**src/include/crpc_consts.svh**
```systemverilog
/*
 * crpc_consts.svh: offsets, field positions, reset values and timing
 * counts for the clock, tick and reset control block.
 * Assumes a 20 MHz system clock (clk_sys_i) for all cycle counts.
 */
`ifndef CRPC_CONSTS_SVH
`define CRPC_CONSTS_SVH

// register offset on the special-function register bus
`define CRPC_CLK_CTRL_ADDR 8'hc6

// field positions of clock_source_and_tick_control
`define CRPC_LF_SEL_BIT 7
`define CRPC_SYS_SEL_BIT 6
`define CRPC_TICK_HI 5
`define CRPC_TICK_LO 3
`define CRPC_SPEED_BIT 0

// reset values
`define CRPC_LF_SEL_RST 1'h1
`define CRPC_SYS_SEL_RST 1'h1
`define CRPC_TICK_RST 3'h1
`define CRPC_SPEED_RST 1'h1
`define CRPC_UNUSED_OSCILLATOR_POWER_DOWN_RST 1'h1
`define CRPC_WDOG_RST 15'h0000

// reset-cause codes
`define CRPC_CAUSE_POWER 2'h0
`define CRPC_CAUSE_PIN 2'h1
`define CRPC_CAUSE_WDOG 2'h2

// retained data memory window
`define CRPC_KEEP_LO 16'hf000
`define CRPC_KEEP_HI 16'hffff
`define CRPC_LOSE_A_LO 16'he000
`define CRPC_LOSE_A_HI 16'hefff
`define CRPC_LOSE_B_LO 16'hfd56
`define CRPC_LOSE_B_HI 16'hfeff

// timing: system clock and crystal settle guard
`define CRPC_CLK_MHZ 20
`define CRPC_XTAL_GUARD_US 64
`define CRPC_XTAL_GUARD_CYC (`CRPC_XTAL_GUARD_US * `CRPC_CLK_MHZ)

`endif

```
**src/include/crpc_pkg.sv**
```systemverilog
/*
 * crpc_pkg: types shared by the clock, tick and reset control files.
 * Assumes crpc_consts.svh is on the include path.
 */
package crpc_pkg;
   // high-frequency clock switch sequence
   typedef enum logic [1:0] {
      SW_IDLE,
      SW_WAIT_STABLE,
      SW_GATE
   } crpc_sw_state_t;

   // reset cause code
   typedef logic [1:0] crpc_cause_t;
   // tick rate code
   typedef logic [2:0] crpc_tick_code_t;
endpackage : crpc_pkg

```
**src/rtl/crpc_sync2.sv**
```systemverilog
/*
 * crpc_sync2: two-flop synchroniser for one level from another domain.
 * Assumes the input is a level that holds for several clocks.
 */
`timescale 1ns/1ns
module crpc_sync2 #(
   parameter logic RST_VAL = 1'b0
) (
   // clock and reset
   input wire logic clk_sys_i,
   input wire logic srst_i,
   // level in and out
   input wire logic async_i,
   output logic sync_o
);
   logic stage1;
   logic next_stage1;
   logic next_sync;

   // first stage feeds only the second
   always_comb begin
      next_stage1 = async_i;
      next_sync = stage1;
   end

   always_ff @(posedge clk_sys_i) begin
      if (srst_i) begin
         stage1 <= RST_VAL;
         sync_o <= RST_VAL;
      end else begin
         stage1 <= next_stage1;
         sync_o <= next_sync;
      end
   end
endmodule : crpc_sync2

```
**src/rtl/crpc_tick_gen.sv**
```systemverilog
/*
 * crpc_tick_gen: shared timer prescaler. A one-cycle enable pulse is
 * produced every 2**code cycles of the 32 MHz reference count.
 * Assumes ref_en_i marks one reference-clock period in the system clock.
 */
`timescale 1ns/1ns
module crpc_tick_gen
   import crpc_pkg::*;
#(
   parameter int CODE_W = 3
) (
   // clock and reset
   input wire logic clk_sys_i,
   input wire logic srst_i,
   // control
   input wire logic ref_en_i,
   input wire crpc_pkg::crpc_tick_code_t code_i,
   // tick out
   output logic tick_o
);
   localparam int DIV_W = (1 << CODE_W) - 1;
   logic [DIV_W-1:0] div;
   logic [DIV_W-1:0] next_div;
   logic next_tick;
   logic [DIV_W-1:0] mask;

   // the code port is a fixed 3-bit type, so refuse anything else
   if (CODE_W != 3) begin : g_bad_code_w
      $error("crpc_tick_gen supports a 3-bit code only");
   end

   // a tick when the low code bits of the divider are all zero
   always_comb begin
      mask = DIV_W'((1 << code_i) - 1);
      next_div = div;
      next_tick = 1'b0;
      if (ref_en_i) begin
         next_div = div + 1'b1;
         next_tick = ((div & mask) == '0);
      end
   end

   always_ff @(posedge clk_sys_i) begin
      if (srst_i) begin
         div <= '0;
         tick_o <= 1'b0;
      end else begin
         div <= next_div;
         tick_o <= next_tick;
      end
   end
endmodule : crpc_tick_gen

```
**src/rtl/crpc_clock_reset_ctrl.sv**
```systemverilog
/*
 * crpc_clock_reset_ctrl: clock source selection, timer tick enable,
 * deep-sleep retention effects and reset source handling.
 * Assumes oscillator status, detectors and the reset pin come from
 * outside the clock domain; the SFR bus is on clk_sys_i.
 */
`timescale 1ns/1ns
`include "crpc_consts.svh"
module crpc_clock_reset_ctrl
   import crpc_pkg::*;
#(
   parameter int GUARD_CYC = `CRPC_XTAL_GUARD_CYC,
   parameter int SW_SYNC_CYC = 4
) (
   // clock and synchronous reset
   input wire logic clk_sys_i,
   input wire logic srst_i,
   // special-function register port
   input wire logic [7:0] sfr_addr_i,
   input wire logic sfr_wr_i,
   input wire logic [7:0] sfr_wdata_i,
   output logic [7:0] sfr_rdata_o,
   // sleep controls owned by the power-mode logic
   input wire logic unused_oscillator_power_down_i,
   input wire logic low_freq_rc_calibration_disable_i,
   input wire logic deep_entry_i,
   input wire logic deep_exit_i,
   // oscillator status from the analog side
   input wire logic crystal_stable_flag_i,
   input wire logic rc_hf_stable_i,
   input wire logic ref32_en_i,
   input wire logic lf_cal_busy_i,
   // reset sources
   input wire logic ext_rst_n_i,
   input wire logic por_ok_i,
   input wire logic brown_out_detector_ok_i,
   input wire logic wdog_timeout_i,
   // data memory retention query
   input wire logic [15:0] mem_addr_i,
   output logic mem_retained_o,
   // oscillator controls
   output logic high_freq_crystal_pd_o,
   output logic rc_hf_pd_o,
   output logic sys_clk_use_rc_o,
   output logic sys_clk_gate_o,
   output logic low_freq_source_select_o,
   output logic lf_cal_enable_o,
   // tick and retention effects
   output logic timer_tick_o,
   output logic radio_queue_flush_o,
   output logic wdog_clear_o,
   // reset outputs
   output logic chip_rst_o,
   output logic [1:0] reset_cause_o,
   output logic pin_pullup_in_o,
   output logic wdog_enable_allow_o,
   output logic [15:0] pc_reset_vec_o
);
   logic xtal_ok_s;
   logic rc_ok_s;
   logic cal_busy_s;
   logic ext_n_s;
   logic por_s;
   logic bod_s;
   logic wdog_s;

   // guard and gate counters are 16 bits wide
   if (GUARD_CYC < 1 || GUARD_CYC > 65536 || SW_SYNC_CYC < 1
      || SW_SYNC_CYC > 65536) begin : g_bad_counts
      $error("crpc_clock_reset_ctrl: counts out of range");
   end

   // pins and analog flags pass two flops first
   crpc_sync2 #(.RST_VAL(1'b0)) u_sync_xtal (.clk_sys_i(clk_sys_i),
      .srst_i(srst_i), .async_i(crystal_stable_flag_i), .sync_o(xtal_ok_s));
   crpc_sync2 #(.RST_VAL(1'b1)) u_sync_rc (.clk_sys_i(clk_sys_i),
      .srst_i(srst_i), .async_i(rc_hf_stable_i), .sync_o(rc_ok_s));
   crpc_sync2 #(.RST_VAL(1'b0)) u_sync_cal (.clk_sys_i(clk_sys_i),
      .srst_i(srst_i), .async_i(lf_cal_busy_i), .sync_o(cal_busy_s));
   crpc_sync2 #(.RST_VAL(1'b1)) u_sync_ext (.clk_sys_i(clk_sys_i),
      .srst_i(1'b0), .async_i(ext_rst_n_i), .sync_o(ext_n_s));
   crpc_sync2 #(.RST_VAL(1'b0)) u_sync_por (.clk_sys_i(clk_sys_i),
      .srst_i(1'b0), .async_i(por_ok_i), .sync_o(por_s));
   crpc_sync2 #(.RST_VAL(1'b0)) u_sync_bod (.clk_sys_i(clk_sys_i),
      .srst_i(1'b0), .async_i(brown_out_detector_ok_i), .sync_o(bod_s));
   crpc_sync2 #(.RST_VAL(1'b0)) u_sync_wd (.clk_sys_i(clk_sys_i),
      .srst_i(1'b0), .async_i(wdog_timeout_i), .sync_o(wdog_s));

   // reset sources: the four source synchronisers above use no reset so they keep
   // watching while the chip reset is asserted
   logic power_bad;
   logic any_rst;
   crpc_cause_t cause;
   crpc_cause_t next_cause;
   logic next_chip_rst;

   always_comb begin
      power_bad = !por_s || !bod_s;
      any_rst = power_bad || !ext_n_s || wdog_s || srst_i;
      next_chip_rst = any_rst;
      next_cause = cause;
      // fixed priority: power over pin over watchdog; brown-out shares the power-on code
      if (power_bad)
         next_cause = `CRPC_CAUSE_POWER;
      else if (!ext_n_s)
         next_cause = `CRPC_CAUSE_PIN;
      else if (wdog_s)
         next_cause = `CRPC_CAUSE_WDOG;
   end

   // cause register is never cleared by the reset it records
   always_ff @(posedge clk_sys_i) begin
      chip_rst_o <= next_chip_rst;
      cause <= next_cause;
   end

   // initial conditions driven while and after reset
   always_comb begin
      reset_cause_o = cause;
      pin_pullup_in_o = chip_rst_o;
      wdog_enable_allow_o = !chip_rst_o;
      pc_reset_vec_o = 16'h0000;
   end

   // control register state
   logic lf_sel;
   logic sys_sel;
   crpc_tick_code_t tick_code;
   logic speed;
   logic next_lf_sel;
   logic next_sys_sel;
   crpc_tick_code_t next_tick_code;
   logic next_speed;
   logic reg_wr;
   logic rc_force_on;
   logic next_rc_force_on;

   // clock switch sequencer
   crpc_sw_state_t sw_state;
   crpc_sw_state_t next_sw_state;
   logic use_rc;
   logic next_use_rc;
   logic [15:0] guard_cnt;
   logic [15:0] next_guard_cnt;
   logic gate;
   logic next_gate;
   logic target_ok;

   always_comb begin
      reg_wr = sfr_wr_i && (sfr_addr_i == `CRPC_CLK_CTRL_ADDR);
      next_lf_sel = lf_sel;
      next_sys_sel = sys_sel;
      next_tick_code = tick_code;
      next_rc_force_on = rc_force_on;
      // clear first so a fresh revive request in the same cycle wins
      if (rc_ok_s && use_rc)
         next_rc_force_on = 1'b0;
      if (reg_wr) begin
         // low-frequency select honoured only while on the RC clock
         if (use_rc)
            next_lf_sel = sfr_wdata_i[`CRPC_LF_SEL_BIT];
         next_sys_sel = sfr_wdata_i[`CRPC_SYS_SEL_BIT];
         next_tick_code = sfr_wdata_i[`CRPC_TICK_HI:`CRPC_TICK_LO];
         if (sfr_wdata_i[`CRPC_SYS_SEL_BIT])
            next_rc_force_on = 1'b1;
      end
      // bit 7 is lost in deep modes; all other bits are kept
      if (deep_exit_i)
         next_lf_sel = `CRPC_LF_SEL_RST;
   end

   // the target is powered when selected or when power-down is off
   always_comb begin
      target_ok = sys_sel ? rc_ok_s : xtal_ok_s;
      next_sw_state = sw_state;
      next_use_rc = use_rc;
      next_guard_cnt = guard_cnt;
      next_gate = gate;
      next_speed = speed;
      case (sw_state)
         SW_IDLE: begin
            if (sys_sel != use_rc) begin
               next_sw_state = SW_WAIT_STABLE;
               next_guard_cnt = '0;
            end
         end
         SW_WAIT_STABLE: begin
            // an extra guard after crystal stable protects careless code
            if (sys_sel == use_rc) begin
               next_sw_state = SW_IDLE;
            end else if (!target_ok) begin
               next_guard_cnt = '0;
            end else if (sys_sel || guard_cnt >= 16'(GUARD_CYC - 1)) begin
               next_sw_state = SW_GATE;
               next_gate = 1'b1;
               next_guard_cnt = '0;
            end else begin
               next_guard_cnt = guard_cnt + 16'h0001;
            end
         end
         SW_GATE: begin
            // output held low while both domains settle
            if (guard_cnt >= 16'(SW_SYNC_CYC - 1)) begin
               next_use_rc = sys_sel;
               next_speed = sys_sel;
               next_gate = 1'b0;
               next_sw_state = SW_IDLE;
            end else begin
               next_guard_cnt = guard_cnt + 16'h0001;
            end
         end
         default: next_sw_state = SW_IDLE;
      endcase
   end

   always_ff @(posedge clk_sys_i) begin
      if (chip_rst_o) begin
         lf_sel <= `CRPC_LF_SEL_RST;
         sys_sel <= `CRPC_SYS_SEL_RST;
         tick_code <= `CRPC_TICK_RST;
         speed <= `CRPC_SPEED_RST;
         rc_force_on <= 1'b0;
         sw_state <= SW_IDLE;
         use_rc <= 1'b1;
         guard_cnt <= '0;
         gate <= 1'b0;
      end else begin
         lf_sel <= next_lf_sel;
         sys_sel <= next_sys_sel;
         tick_code <= next_tick_code;
         speed <= next_speed;
         rc_force_on <= next_rc_force_on;
         sw_state <= next_sw_state;
         use_rc <= next_use_rc;
         guard_cnt <= next_guard_cnt;
         gate <= next_gate;
      end
   end

   // register read: reserved bits 2:1 read zero
   logic [7:0] rd_word;
   always_comb begin
      rd_word = {lf_sel, sys_sel, tick_code, 2'h0, speed};
   end

   // calibration stop takes effect only once idle
   logic cal_en;
   logic next_cal_en;
   logic pd_hold;
   logic next_pd_hold;
   always_comb begin
      next_cal_en = cal_en;
      if (!low_freq_rc_calibration_disable_i)
         next_cal_en = 1'b1;
      else if (!cal_busy_s)
         next_cal_en = 1'b0;
      // power-down request also waits out a running calibration
      next_pd_hold = pd_hold;
      if (!cal_busy_s)
         next_pd_hold = unused_oscillator_power_down_i;
   end

   // oscillator enables and deep-entry side effects
   logic next_xtal_pd;
   logic next_rc_pd;
   logic next_flush;
   logic next_wd_clr;
   logic next_retained;
   always_comb begin
      // unselected oscillator stops only when power-down is set; a
      // pending switch keeps the target running
      next_xtal_pd = pd_hold && use_rc && sys_sel;
      next_rc_pd = pd_hold && !use_rc && !sys_sel
         && !rc_force_on;
      next_flush = deep_entry_i;
      next_wd_clr = deep_entry_i;
      next_retained = (mem_addr_i >= `CRPC_KEEP_LO)
         && !((mem_addr_i >= `CRPC_LOSE_B_LO)
         && (mem_addr_i <= `CRPC_LOSE_B_HI));
   end

   always_ff @(posedge clk_sys_i) begin
      if (chip_rst_o) begin
         cal_en <= 1'b1;
         pd_hold <= `CRPC_UNUSED_OSCILLATOR_POWER_DOWN_RST;
         high_freq_crystal_pd_o <= 1'b1;
         rc_hf_pd_o <= 1'b0;
         radio_queue_flush_o <= 1'b0;
         wdog_clear_o <= 1'b0;
         mem_retained_o <= 1'b0;
         sfr_rdata_o <= 8'h00;
      end else begin
         cal_en <= next_cal_en;
         pd_hold <= next_pd_hold;
         high_freq_crystal_pd_o <= next_xtal_pd;
         rc_hf_pd_o <= next_rc_pd;
         radio_queue_flush_o <= next_flush;
         wdog_clear_o <= next_wd_clr;
         mem_retained_o <= next_retained;
         sfr_rdata_o <= rd_word;
      end
   end

   // tick enable from the 32 MHz reference count
   logic tick;
   crpc_tick_gen #(.CODE_W(3)) u_tick (
      .clk_sys_i(clk_sys_i),
      .srst_i(chip_rst_o),
      .ref_en_i(ref32_en_i),
      .code_i(tick_code),
      .tick_o(tick)
   );

   // direct outputs
   always_comb begin
      timer_tick_o = tick;
      sys_clk_use_rc_o = use_rc;
      sys_clk_gate_o = gate;
      low_freq_source_select_o = lf_sel;
      lf_cal_enable_o = cal_en && !use_rc && xtal_ok_s;
   end
endmodule : crpc_clock_reset_ctrl

```
**config.mk**
```make
export PLATFORM = sky130hd
export DESIGN_NAME = crpc_clock_reset_ctrl
export DESIGN_NICKNAME = d
export VERILOG_FILES = /design/src/include/crpc_pkg.sv /design/src/rtl/crpc_sync2.sv /design/src/rtl/crpc_tick_gen.sv /design/src/rtl/crpc_clock_reset_ctrl.sv
export VERILOG_INCLUDE_DIRS = /design/src /design/src/include
export SDC_FILE = /design/constraint.sdc
export NUM_CORES = 1
export LEC_CHECK = 0
export BUFFER_PORTS_ARGS = -buffer_cell sky130_fd_sc_hd__buf_2
export CAP_MARGIN = 25
export CORE_MARGIN = 5
export CORE_UTILIZATION = 46
export DETAILED_ROUTE_END_ITERATION = 12
export GPL_ROUTABILITY_DRIVEN = 0
export PLACE_DENSITY = 0.75
export SLEW_MARGIN = 40
export SYNTH_ARGS = -nofsm -noshare
export SYNTH_HDL_FRONTEND = slang
export SYNTH_HIERARCHICAL = 1
export SYNTH_SLANG_ARGS = --single-unit
```
**constraint.sdc**
```tcl
create_clock -name clk_sys_i -period 2 [get_ports clk_sys_i]
set_clock_uncertainty 0.2 [all_clocks]
set_input_delay 0.1 -clock clk_sys_i [delete_from_list [all_inputs] [get_ports clk_sys_i]]
set_output_delay 0.1 -clock clk_sys_i [all_outputs]
set_load 0.01 [all_outputs]
```
==> flow_results.org, run 1 <==
** Timing
- Final hold slack :: 23.0 ps
- Final worst-path cycle share :: 0.951
- Timing would allow up to between 500 and 600 MHz.
- Adding up every negative setup slack in the final design gives 0 ps.
- The final number of max-transition violations is 0.
- Once routing completed, OpenROAD measured the worst setup slack at 97.7 ps.
- Endpoints failing hold :: 0
- Final setup fails :: 0
- The smallest clock period supported by the final layout is computed as between 1500 and 2000 ps.

** Die
- DIE AREA :: between 8000 and 9000 um^2
- The floorplan step set the die width to between 80 and 90 um.
- between 80 and 90 I/O pins were placed.
- Measured along the y axis, the die boundary spans roughly 90 um.
- Core Region :: ~6300 um^2
- Initial core utilization :: 0.466
- In this run the core area contains 29 standard-cell rows.

** Synth
- By count the netlist is led by sky130_fd_sc_hd__dfxtp_1 (63), sky130_fd_sc_hd__nand2_1 (37), sky130_fd_sc_hd__nand3_1 (27).
- Yosys warnings :: 6
- The synthesized design spends more area on one cell type than any other, namely sky130_fd_sc_hd__dfxtp_1.
- Area fraction of the dominant cell type after synthesis :: 0.431
- In this run the cell area of the synthesized design comes to around 3000 um^2.
- The average instance in the mapped netlist occupies ~9.0 um^2.
- In the synthesized netlist the async set-or-reset flop fraction comes to 0.
- After synthesis, the cell types taking the most area are sky130_fd_sc_hd__dfxtp_1 (43%), sky130_fd_sc_hd__buf_4 (5.4%), sky130_fd_sc_hd__nand2_1 (4.7%).
- Among all cell types in the netlist, the one instantiated most often is sky130_fd_sc_hd__dfxtp_1.
- EDFF count, synth :: 0
- Of the synthesized area, sequential elements account for 0.431.
- After synthesis, the netlist uses 57 different library cells.
- Flip-flop and latch count after synthesis :: between 60 and 70
- Most frequently used flop master after synthesis :: sky130_fd_sc_hd__dfxtp_1
- Synthesis handed over a netlist of ~330 instances.

** Placed design
- Worst setup slack after placement :: approximately 70 ps
- Buffers placed on the I/O ports in this run total 63.
- In this run, placement finished with an instance count of 479.
- Detailed placement HPWL :: ~4500 um

** Routing
- Dividing the detail-routed wire length by the instance count gives 13.4 um.
- Number of nets with antenna violations after detailed routing :: 0
- For this block, the via count after detailed routing is ~2700.
- After detailed routing, the number of remaining DRC violations is 0.
- The first routing iteration left roughly 150 violations.
- The first TritonRoute pass finished after 4 iterations.
- Dividing the detail-routed via count by the number of cells gives around 5.
- Total wire length after detailed routing :: between 7000 and 8000 um

** Setup path
- R2R Path End :: low_freq_source_select_o
- Worst-path maximum fanout :: 6
- The most critical setup path has its endpoint at low_freq_source_select_o.
- The critical path is of the reg2reg type.
- The setup check on the worst reg-to-reg path leaves a slack of between 90 and 100 ps.
- Counting cells, the worst reg-to-reg path comes to 5.
- Setup crit start kind :: register
- The startpoint identified for the worst register-to-register timing path is sys_clk_use_rc_o.
- Tracing the worst setup path back leads to its startpoint at sys_clk_use_rc_o.
- The signal on the critical path passes through buf_4 > inv_1 > o21ai_0 > nand3_1 > dlygate4sd3_1.
- Data arrives at the worst endpoint at approximately 1900 ps.
- On the critical path, the stage with the largest delay is an instance of sky130_fd_sc_hd__dlygate4sd3_1.
- Delay of the slowest cell on the worst path :: around 570 ps
- The worst setup path is captured at a register.
- At the worst endpoint, the required time is a little over 2000 ps.

** Finish
- Fraction of layout cells with a size suffix above 1 :: 0.270
- Synth-to-layout area growth :: 33.2%
- The net count of the finished layout is a little under 500.
- The sequential cells in the finished layout cover a total of around 1300 um^2.
- The repair_antennas step left the layout with diodes totalling 0.
- The layout has roughly 520 filler cells.
- The finished layout holds approximately 530 standard cells, fillers aside.
- Area taken by multi-input logic gates :: approximately 1500 um^2

** Power
- Total design power :: 2490 uW
- Max VDD drop :: ~0.47 mV
- Leakage Power :: 0.00169 uW
- Pwr/cell area :: roughly 640 nW/um^2

** Global routing
- First-pass GRT wire length :: approximately 12000 um
- Pin count of the biggest net entering global routing :: 23
- Vias in the first global route :: between 2000 and 3000
- The initial antenna violation count came to 0.
- For this run, the total global-route usage over all layers was measured as 0.173.
- Summed over all layers, the global routing overflow is 0.

** CTS
- Number of clock sinks :: 63
- Clock latency at the later pin of the worst-skew pair :: around 330 ps
- Cts bufs inserted :: 9
- Counting along the longest clock path gives a buffer depth of 2.
- Count of H-tree levels built during CTS :: 3
- In this run the clock root is driven by a sky130_fd_sc_hd__clkbuf_8.
- Clock slew at the register clock pins of the worst setup and hold paths :: ~60 ps
- TritonCTS built the clock tree.

** Outcome
- Outcome :: complete, no violations

** Job
- The tool flagged a number of max-cap violations equal to 0.

** Worst hold path
- In this run the worst hold path is classified as in2reg.
- The worst hold path begins at sfr_addr_i[6].
flip-flops by register name, summed over array words and instances, names as in the netlist, 2 cells and up:
| signal | cells |
|---|---|
| guard_cnt | 16 |
| u_tick/div | 7 |
| sfr_rdata_o | 6 |
| tick_code | 3 |
| reset_cause_o | 2 |
| sw_state | 2 |
cells in the final DEF (no fill, tap or decap), types with 3 or more instances in the layout:
cell type / netlist / routed
sky130_fd_sc_hd__nor4_2: 2 / 3
sky130_fd_sc_hd__conb_1: 1 / 26
sky130_fd_sc_hd__nand2_1: 37 / 37
sky130_fd_sc_hd__or3_1: 3 / 3
sky130_fd_sc_hd__buf_4: 21 / 20
sky130_fd_sc_hd__dfxtp_1: 63 / 61
sky130_fd_sc_hd__nor2b_1: 16 / 16
sky130_fd_sc_hd__nand4_1: 9 / 9
sky130_fd_sc_hd__clkbuf_8: 0 / 11
sky130_fd_sc_hd__nand2b_1: 5 / 5
sky130_fd_sc_hd__buf_2: 3 / 63
sky130_fd_sc_hd__nor2_1: 23 / 22
sky130_fd_sc_hd__and3_1: 9 / 9
sky130_fd_sc_hd__a31oi_1: 10 / 10
sky130_fd_sc_hd__dlygate4sd3_1: 0 / 29
sky130_fd_sc_hd__o21ai_0: 6 / 6
sky130_fd_sc_hd__mux2i_1: 4 / 4
sky130_fd_sc_hd__nand3_1: 27 / 27
sky130_fd_sc_hd__or2_1: 4 / 4
sky130_fd_sc_hd__nor3b_1: 3 / 3
sky130_fd_sc_hd__xor2_1: 4 / 4
sky130_fd_sc_hd__nand3b_1: 4 / 4
sky130_fd_sc_hd__ha_1: 6 / 6
sky130_fd_sc_hd__inv_1: 10 / 10
sky130_fd_sc_hd__a21oi_1: 11 / 11
timing repair:
item,4_1_cts,5_1_grt
setup buffers,0,1
gates resized for setup,0,7
endpoints found under the setup margin,0,12
hold endpoints to repair,25,0
hold buffers,29,0
layer usage:
metal  up-vias  part of all wire  global-route usage
met5         -                 0                   0
met4         0             0.019              0.0592
met3        16             0.059              0.0659
met2        83              0.51               0.300
met1      1258              0.41               0.192
li1       1334                 -                   -
cell families after synthesis:
kind of cell,synth area share
flops,0.431
compound gates,0.112
simple gates,0.295
fa+ha+maj,0.0291
xor+xnor,0.0205
other cells,0.00128
mux,0.0175
buf+inv,0.0936
worst max-delay path, delay by kind of cell (launching register included):
family | cells | cell delay, ps
AOI/OAI and AO/OA | 1 | 190
buffers and inverters | 3 | 840
and+or+nand+nor | 1 | 100
DFF | 1 | 460
layout make-up:
cell class | instances | share of cell area
multi-input cells | 246 | 0.389
inverters | 10 | 0.00963
clock inverters | 3 | 0.0109
flip-flops and latches | 63 | 0.324
clock buffers | 12 | 0.0398
well taps | 77 | 0.0247
repair buffers | 114 | 0.202
stage by stage:
step | util | area (um^2)
2_1_floorplan | - | 3020
3_3_place_gp | 0.536 | 3370
3_5_place_dp | 0.536 | 3370
4_1_cts | 0.614 | 3850
5_1_grt | 0.621 | 3900
6_report | 0.621 | 3900
worst min-delay path by stage:
stage,end,slack (ps),depth (start not counted)
after floorplan,u_sync_cal/next_sync,-30,1
after global routing,tick_code[0],60,4
final,tick_code[0],20,4
after CTS,tick_code[0],10,4
after global placement,u_sync_ext/next_sync,80,2
after detailed placement,u_sync_rc/next_sync,80,2
power by group:
group          switching [uW]  leakage (uW)  internal (uW)  total, uW
Sequential               5.58      0.000512           1270       1270
Combinational            51.2       0.00108           79.3        130
Clock                     455     0.0000985            634       1090
Total                     512       0.00169           1980       2490
Power figures use the tool's default switching activity.
==> run 2, diff against run 1 <==
--- a/config.mk
+++ b/config.mk
@@ -13,6 +13,7 @@
 export DETAILED_ROUTE_END_ITERATION = 12
 export GPL_ROUTABILITY_DRIVEN = 0
 export PLACE_DENSITY = 0.75
+export REMOVE_ABC_BUFFERS = 1
 export SLEW_MARGIN = 40
 export SYNTH_ARGS = -nofsm -noshare
 export SYNTH_HDL_FRONTEND = slang
==> run 2 against run 1 <==
Effect of this change:
- non-clock buffer count fell by 11
- largest cell class unchanged
- first-iteration DRC count fell by 26%
- via count fell by 3.8%
- cell count fell by 1.9%
- sequential power barely moved
- cell area fell by 2.6%
- utilization fell by 1.6 points
- critical path depth rose by 2
- highest routed layer unchanged
- maximum frequency fell by 2.7%
- die area did not move
==> flow_results.org, run 2 (synthesis results as in run 1) <==
** Die
- The die covers 8060 um^2.
- Number of standard-cell rows in the floorplan :: 29
- In this run the vertical extent of the chip is approximately 90 um.
- Core Region :: between 6000 and 7000 um^2
- The initial utilization of the core area, before any placement, comes to 0.466.
- Number of top-level design ports :: between 80 and 90
- Die span in x :: 89.8 um

** Timing
- The final hold violation count is 0.
- TNS Setup :: 0 ps
- Setup repair after global routing could not meet its margin everywhere.
- Hold timing on the final database bottoms out at a slack of between 3 and 4 ps.
- Dividing the final minimum period by the clock period gives 0.978.
- Minimum clock period after layout :: between 1500 and 2000 ps
- Max-slew violation count :: 0
- Static timing analysis puts the maximum clock frequency at 511 MHz.
- Final setup fails :: 0

** Power
- Share of power burned in combinational logic :: 0.051
- The share of total power dissipated in the clock network is 0.403.
- Share of total power consumed by net switching :: 0.224
- In this run the power density over the cells is roughly 610 nW/um^2.
- Cell internal power was estimated by the tool at around 1800 uW.
- The share of total power dissipated in sequential elements is 0.546.
- NetSw :: around 520 uW
- Leakage Power :: 0.00162 uW
- The worst-case IR drop observed on VDD is 0.589 mV.

** Global routing
- Initial antenna violation count :: 0
- Across every metal layer, demand over resource in global routing totals 0.161.
- Global-route congestion overflow total :: 0
- Pin count of the biggest net entering global routing :: 23
- The first global-routing pass estimated between 10000 and 15000 um of wire.
- Vias in the first global route :: ~2500

** Placed design
- The placed instances occupy a cell area of 3320 um^2.
- Total placed cells including tap cells :: around 470
- Input and output buffers added on the ports amount to 63.
- Detailed placement HPWL :: 4390 um

** Routing
- The routed design has a little under 7000 um of wire.
- After detailed routing, the number of remaining DRC violations is 0.
- Using the TritonRoute via totals, the vias-per-cell ratio works out to 5.03.
- For this block, the initial DRC count from the detailed router was approximately 110.
- In this run the remaining antenna-violating nets after routing total 0.
- In the final routed layout, each cell accounts on average for between 10 and 15 um.
- Number of iterations in the first detailed-routing pass :: 4
- For this block, the via count after detailed routing is 2590.

** Setup path
- Crit end category :: register
- Critical Path, Cell by Cell :: ha_2 > nor4_4 > nand4_1 > a21boi_2 > buf_4 > nand3_1 > a31oi_1
- The largest single stage delay on the critical path is approximately 340 ps.
- The kind of cell with the highest combined delay along the critical path is simple AND/OR/NAND/NOR gates.
- Number of buffers and inverters on the critical path :: 1
- The worst setup path is launched from a register.
- Start-to-end type of the worst setup path :: reg2reg
- Master of the slowest instance on the critical path :: sky130_fd_sc_hd__dfxtp_1
- Worst-path maximum fanout :: 7
- At the worst endpoint, the required time is 2080 ps.
- Worst path arrival time :: a little over 2000 ps

** Finish
- Counting flops per register, the top entry is guard_cnt.
- Top library cells by usage in the layout, fill and taps aside :: sky130_fd_sc_hd__buf_2 (63), sky130_fd_sc_hd__dfxtp_1 (62), sky130_fd_sc_hd__nand2_1 (37)
- The repair_antennas step left the layout with diodes totalling 0.
- Fraction of layout cells with a size suffix above 1 :: 0.274
- Final non-filler cell total :: between 500 and 600
- For this run, the post-layout net count is about 490.
- Regs by FF count :: guard_cnt x16, u_tick/div x7, sfr_rdata_o x6
- Most common library cell in the layout ignoring fill and taps :: sky130_fd_sc_hd__buf_2
- Synth-to-layout area growth :: 29.8%
- Finished layout cell area :: about 3800 um^2
- Number of flip-flops under the largest register name :: 16

** Worst hold path
- The min-delay analysis places its worst path in the category in2reg.

** CTS
- In this run the deepest clock path goes through 2 buffers.
- Clock tree synthesis inserted a total of 9 buffers.
- Clock tree from TritonCTS :: built
- Clock-pin slew was measured on the worst setup and hold paths at roughly 70 ps.
- Buffer cell driving the clock tree root :: sky130_fd_sc_hd__clkbuf_8
- The H-tree generated during clock tree synthesis spans 3 levels.
- Number of clock sinks :: 63
- The clock reaches the later pin of the worst-skew pair after roughly 350 ps.

** Outcome
- Outcome :: complete, no violations

** Job
- MaxCap Viol Count :: 0
==> run 2: cell count changes in the layout (fill, tap and decap cells not counted), sizes merged <==
| cell | delta |
|---|---|
| buf | -5 |
| dlygate4sd3 | -6 |
| inv | -1 |
| clkbuf | -1 |
| a31o | +1 |
| clkinvlp | +1 |
| bufinv | -1 |
| clkinv | +2 |
==> run 2: final timing paths <==
path | startpoint | endpoint | slack (ps) | depth (start not counted)
hold reg to reg | u_sync_ext/next_sync | u_sync_ext/sync_o | 210 | 1
setup / recovery | guard_cnt[1] | guard_cnt[5] | 40 | 7
hold / removal | sfr_addr_i[6] | sys_sel | 4 | 4
setup reg to reg | guard_cnt[1] | guard_cnt[5] | 40 | 7
==> run 2: cell type report <==
cell class,instances,area (um^2)
Clock buffer,11,141
Clock inverter,4,22.5
Fill cell,534,2480
Inverter,10,41.3
Multi-Input combinational cell,247,1560
Sequential cell,63,1260
Tap cell,77,96.3
Timing Repair Buffer,103,673
==> run 2: through the flow <==
stage	total power, uW	worst slack, ps	utilization
after floorplan	1340	-21.9	-
after global placement	1380	66.3	0.528
after detailed placement	1390	24.7	0.528
after CTS	2350	1.68	0.591
after global routing	2420	-69.5	0.605
final	2330	44.3	0.605
==> run 2: routing by layer <==
layer	up-vias	global-route usage	wire [um]
li1	1316	-	-
met1	1175	0.172	2730
met2	84	0.286	3420
met3	15	0.0601	467
met4	0	0.0617	139
met5	-	0	0
==> run 2: power groups by stage <==
stage | clock, uW | sequential (uW) | combinational (uW)
finish | 939 | 1270 | 119
global route | 1010 | 1270 | 133
CTS | 956 | 1270 | 116
detailed placement | 0 | 1300 | 83.9
global placement | 0 | 1300 | 81.9
floorplan | 0 | 1300 | 36.7
==> run 2: repair_timing <==
item,in CTS,in global routing
endpoints found under the hold margin,25,0
setup endpoints to repair,0,18
buffers inserted,0,1
gates resized for setup,0,12
hold buffers,23,0
==> run 2: worst reg2reg max path: stages (launching register included) <==
cell and delay (ps):
sky130_fd_sc_hd__dfxtp_1 340, sky130_fd_sc_hd__ha_2 210, sky130_fd_sc_hd__nor4_4 270, sky130_fd_sc_hd__nand4_1 200, sky130_fd_sc_hd__a21boi_2 220, sky130_fd_sc_hd__buf_4 180
sky130_fd_sc_hd__nand3_1 80, sky130_fd_sc_hd__a31oi_1 170
==> run 3, diff against run 2 <==
--- a/config.mk
+++ b/config.mk
@@ -6,13 +6,14 @@
 export SDC_FILE = /design/constraint.sdc
 export NUM_CORES = 1
 export LEC_CHECK = 0
+export ABC_AREA = 1
 export BUFFER_PORTS_ARGS = -buffer_cell sky130_fd_sc_hd__buf_2
 export CAP_MARGIN = 25
 export CORE_MARGIN = 5
-export CORE_UTILIZATION = 46
+export CORE_UTILIZATION = 47
 export DETAILED_ROUTE_END_ITERATION = 12
 export GPL_ROUTABILITY_DRIVEN = 0
-export PLACE_DENSITY = 0.75
+export PLACE_DENSITY = 0.76
 export REMOVE_ABC_BUFFERS = 1
 export SLEW_MARGIN = 40
 export SYNTH_ARGS = -nofsm -noshare
==> run 3 against run 2 <==
Effect of this change:
- non-clock buffer count is 2 lower
- sequential share of layout area is 1.2 points lower
- cell area is 3.7% higher
- total power is 8.9% higher
- cell count is 18% higher
- sequential cell count stayed put
- first-iteration DRC count is 8.8% higher
- wire length is 0.89% lower
- highest routed layer unchanged
==> flow_results.org, run 3 <==
** Finish
- For this run, the number of standard cells in the final layout without fillers is 606.
- Counting the fill cells in the layout gives roughly 550.
- Fraction of layout cells with a size suffix above 1 :: 0.242
- The library cells used most frequently in the layout, excluding fill and tap cells, are sky130_fd_sc_hd__nand2_1 (81), sky130_fd_sc_hd__buf_2 (63), sky130_fd_sc_hd__dfxtp_1 (62).
- Area taken by multi-input logic gates :: approximately 1400 um^2
- Finished layout cell area :: ~3900 um^2
- Flip-flop and latch area :: between 1000 and 1500 um^2
- The number of antenna diodes in the final layout is 0.
- Final Net Count :: about 580
- Regs by FF count :: guard_cnt x16, u_tick/div x7, sfr_rdata_o x6
- The register with the most flip-flops in the layout has 16 of them.
- Synth-to-layout area growth :: 30.5%
- The library cell used most frequently in the layout, excluding fill and tap cells, is sky130_fd_sc_hd__nand2_1.
- Ranked by flip-flop count, first place goes to guard_cnt.

** Timing
- Highest clock rate :: between 500 and 600 MHz
- Max-slew violation count :: 0
- Hold is met by between 30 and 40 ps.
- The clock period could shrink to 1890 ps.
- Final setup fails :: 0
- The final hold violation count was 0.
- Dividing the final minimum period by the clock period gives 0.947.
- Worst path setup slack after routing :: about 110 ps

** CTS
- Clock-pin slew was measured on the worst setup and hold paths at 80 ps.
- Count of H-tree levels built during CTS :: 3
- Clock latency at the later pin of the worst-skew pair :: approximately 340 ps
- Buffer cell driving the clock tree root :: sky130_fd_sc_hd__clkbuf_8
- The clock passes through at most 2 buffers.
- TritonCTS built the clock tree.
- Buffers inserted during clock tree synthesis total 9.
- The tree built by TritonCTS fans out to 63 sinks.

** Setup path
- Crit end category :: register
- By startpoint and endpoint, the worst setup path is classified as in2reg.
- STA puts the critical path data arrival time at approximately 2000 ps.
- Setup crit start kind :: input port
- In this run the worst path has a maximum fanout of 3.
- Data required time at the worst endpoint :: 2080 ps

** Routing
- In the final routed layout, each cell accounts on average for about 11 um.
- In the routed layout, each cell is associated on average with a via count of 4.62.
- In this run, the number of DRC markers left after iteration 0 of detailed routing was ~120.
- In this run the remaining antenna-violating nets after routing total 0.
- Total wire length after detailed routing :: ~6700 um
- Across all layers, the routed design uses 2800 vias.
- Number of iterations in the first detailed-routing pass :: 4
- Final routed DRC violation total :: 0

** Power
- Pwr/cell area :: 645 nW/um^2
- In this run the static leakage power is ~0.0019 uW.
- Across the VDD grid, the largest voltage drop is ~0.62 mV.

** Placed design
- Detailed placement ended at an HPWL of approximately 4400 um.
- Worst setup slack after placement :: between 50 and 60 ps
- Including well taps, the total number of placed cells is 556.
- After detailed placement, the total cell area comes to 3360 um^2.
- The count of buffers added on input and output ports is 63.

** Die
- Die Span Y :: approximately 90 um
- For this design the top-level I/O count stands at 86.
- Die span in x :: 90.1 um
- The region available for standard cell placement spans around 6300 um^2.
- Initial core utilization :: 0.478
- Number of standard-cell rows in the floorplan :: 29
- The die covers between 8000 and 9000 um^2.

** Synth
- For this run, the number of Yosys warnings is 6.
- The area fraction in compound gates after synthesis is 0.0751.
- Share of synthesized cell area in full adder, half adder and majority cells :: 0.0249
- Total standard cell area after synthesis :: between 3000 and 4000 um^2
- Cell with the most instances after synthesis :: sky130_fd_sc_hd__nand2_1
- Of the synthesized area, sequential elements account for 0.418.
- The average instance in the mapped netlist occupies 7.28 um^2.
- In the synthesized netlist the dominant register cell turns out to be sky130_fd_sc_hd__dfxtp_1.
- Top post-synthesis cells by count :: sky130_fd_sc_hd__nand2_1 (81), sky130_fd_sc_hd__dfxtp_1 (63), sky130_fd_sc_hd__inv_1 (59)
- Yosys mapped a number of flops with a built-in enable equal to 0.
- Fraction of synthesized cell area in xor and xnor cells :: 0.00830
- Cell accounting for the most synthesized area :: sky130_fd_sc_hd__dfxtp_1
- Combinational family with the most area after synthesis :: simple AND/OR/NAND/NOR gates
- The portion of synthesized area spent on multiplexers is 0.
- Of the total synthesized cell area, the portion taken by AND, OR, NAND and NOR gates is 0.323.
- In the synthesized netlist, the number of instances is roughly 410.
- After synthesis, the cell types taking the most area are sky130_fd_sc_hd__dfxtp_1 (42%), sky130_fd_sc_hd__nand2_1 (10%), sky130_fd_sc_hd__inv_1 (7.3%).
- In this run, synthesis produced a sequential element count of between 60 and 70.
- The netlist uses 37 different library cells.
- Of the post-synthesis cell area, the dominant cell type holds 0.418.
- For this run, asynchronously set or reset flops after synthesis account for 0.

** Global routing
- Initial antenna violation count :: 0
- Total track usage :: 0.168
- The via count of the first global-routing pass was approximately 2600.
- Entering global routing, the biggest net connects 23 pins.
- First-pass GRT wire length :: 11500 um
- Summed over all layers, the global routing overflow is 0.

** Outcome
- Outcome :: complete, no violations

** Worst hold path
- Worst min-delay path category :: in2reg

** Job
- Max-cap violations in this run came to 0.
[run 3: cell count changes after synthesis, moves of 5 or more]
| cell | change |
|---|---|
| sky130_fd_sc_hd__nor2_1 | +35 |
| sky130_fd_sc_hd__nand2_2 | +5 |
| sky130_fd_sc_hd__nand3_1 | +8 |
| sky130_fd_sc_hd__inv_2 | +10 |
| sky130_fd_sc_hd__nand2b_1 | -5 |
| sky130_fd_sc_hd__nor2_2 | +6 |
| sky130_fd_sc_hd__a21oi_1 | +5 |
| sky130_fd_sc_hd__a31oi_1 | -9 |
| sky130_fd_sc_hd__and3_1 | -8 |
| sky130_fd_sc_hd__nand2_1 | +44 |
| sky130_fd_sc_hd__inv_1 | +49 |
| sky130_fd_sc_hd__nor2b_1 | -16 |
[run 3: area by class of cell]
cell class                 count  area share
tap                           77      0.0245
clock buffer                  10      0.0350
multi-input combinational    280       0.361
clock inverter                 6      0.0172
timing repair buffer         101       0.175
inverter                      69      0.0674
sequential                    63       0.321
[run 3: what timing repair did]
item,CTS,global route
hold buffers,32,1
gates resized for setup,0,11
setup buffers,0,1
endpoints found under the setup margin,0,14
hold endpoints to repair,25,2
[run 3: logic make-up after synthesis]
| family | count (synthesis) |
|---|---|
| and+or+nand+nor | 211 |
| buffers and inverters | 95 |
| DFF | 63 |
| AOI/OAI and AO/OA | 36 |
| adders and majority gates | 6 |
| xor gates and xnor gates | 2 |
| other | 1 |
[run 3: power by group]
part           leakage, uW  switching, uW  internal [uW]
Sequential        0.000511           5.29           1270
Combinational      0.00131           63.5           80.3
Clock            0.0000989            509            613
Total              0.00192            578           1960
[run 3: final timing paths]
path / to / slack (ps) / depth (start not counted) / start
max: rc_force_on / 110 / 6 / sfr_addr_i[5]
min: sys_sel / 30 / 6 / sfr_addr_i[2]
max reg2reg: tick_code[1] / 150 / 4 / chip_rst_o
min reg2reg: u_sync_bod/sync_o / 200 / 2 / u_sync_bod/next_sync
[run 3: layer usage]
| layer | up-vias | part of all wire | track usage |
|---|---|---|---|
| li1 | 1469 | - | - |
| met1 | 1225 | 0.40 | 0.186 |
| met2 | 91 | 0.50 | 0.290 |
| met3 | 15 | 0.078 | 0.0576 |
| met4 | 0 | 0.025 | 0.0732 |
| met5 | - | 0 | 0 |
[run 3: critical path, stage by stage]
cell and delay [ps]:
sky130_fd_sc_hd__dlygate4sd3_1 530, sky130_fd_sc_hd__buf_2 140, sky130_fd_sc_hd__nor3_2 270, sky130_fd_sc_hd__nand4_1 150, sky130_fd_sc_hd__dlygate4sd3_1 630, sky130_fd_sc_hd__a21oi_1 140
[run 3: per-stage QoR]
step,TNS [ps],power (uW),util
after floorplan,0,1350,-
after global placement,0,1390,0.532
after detailed placement,0,1400,0.532
after CTS,0,2560,0.615
after global routing,-9.27,2650,0.623
final,0,2540,0.623
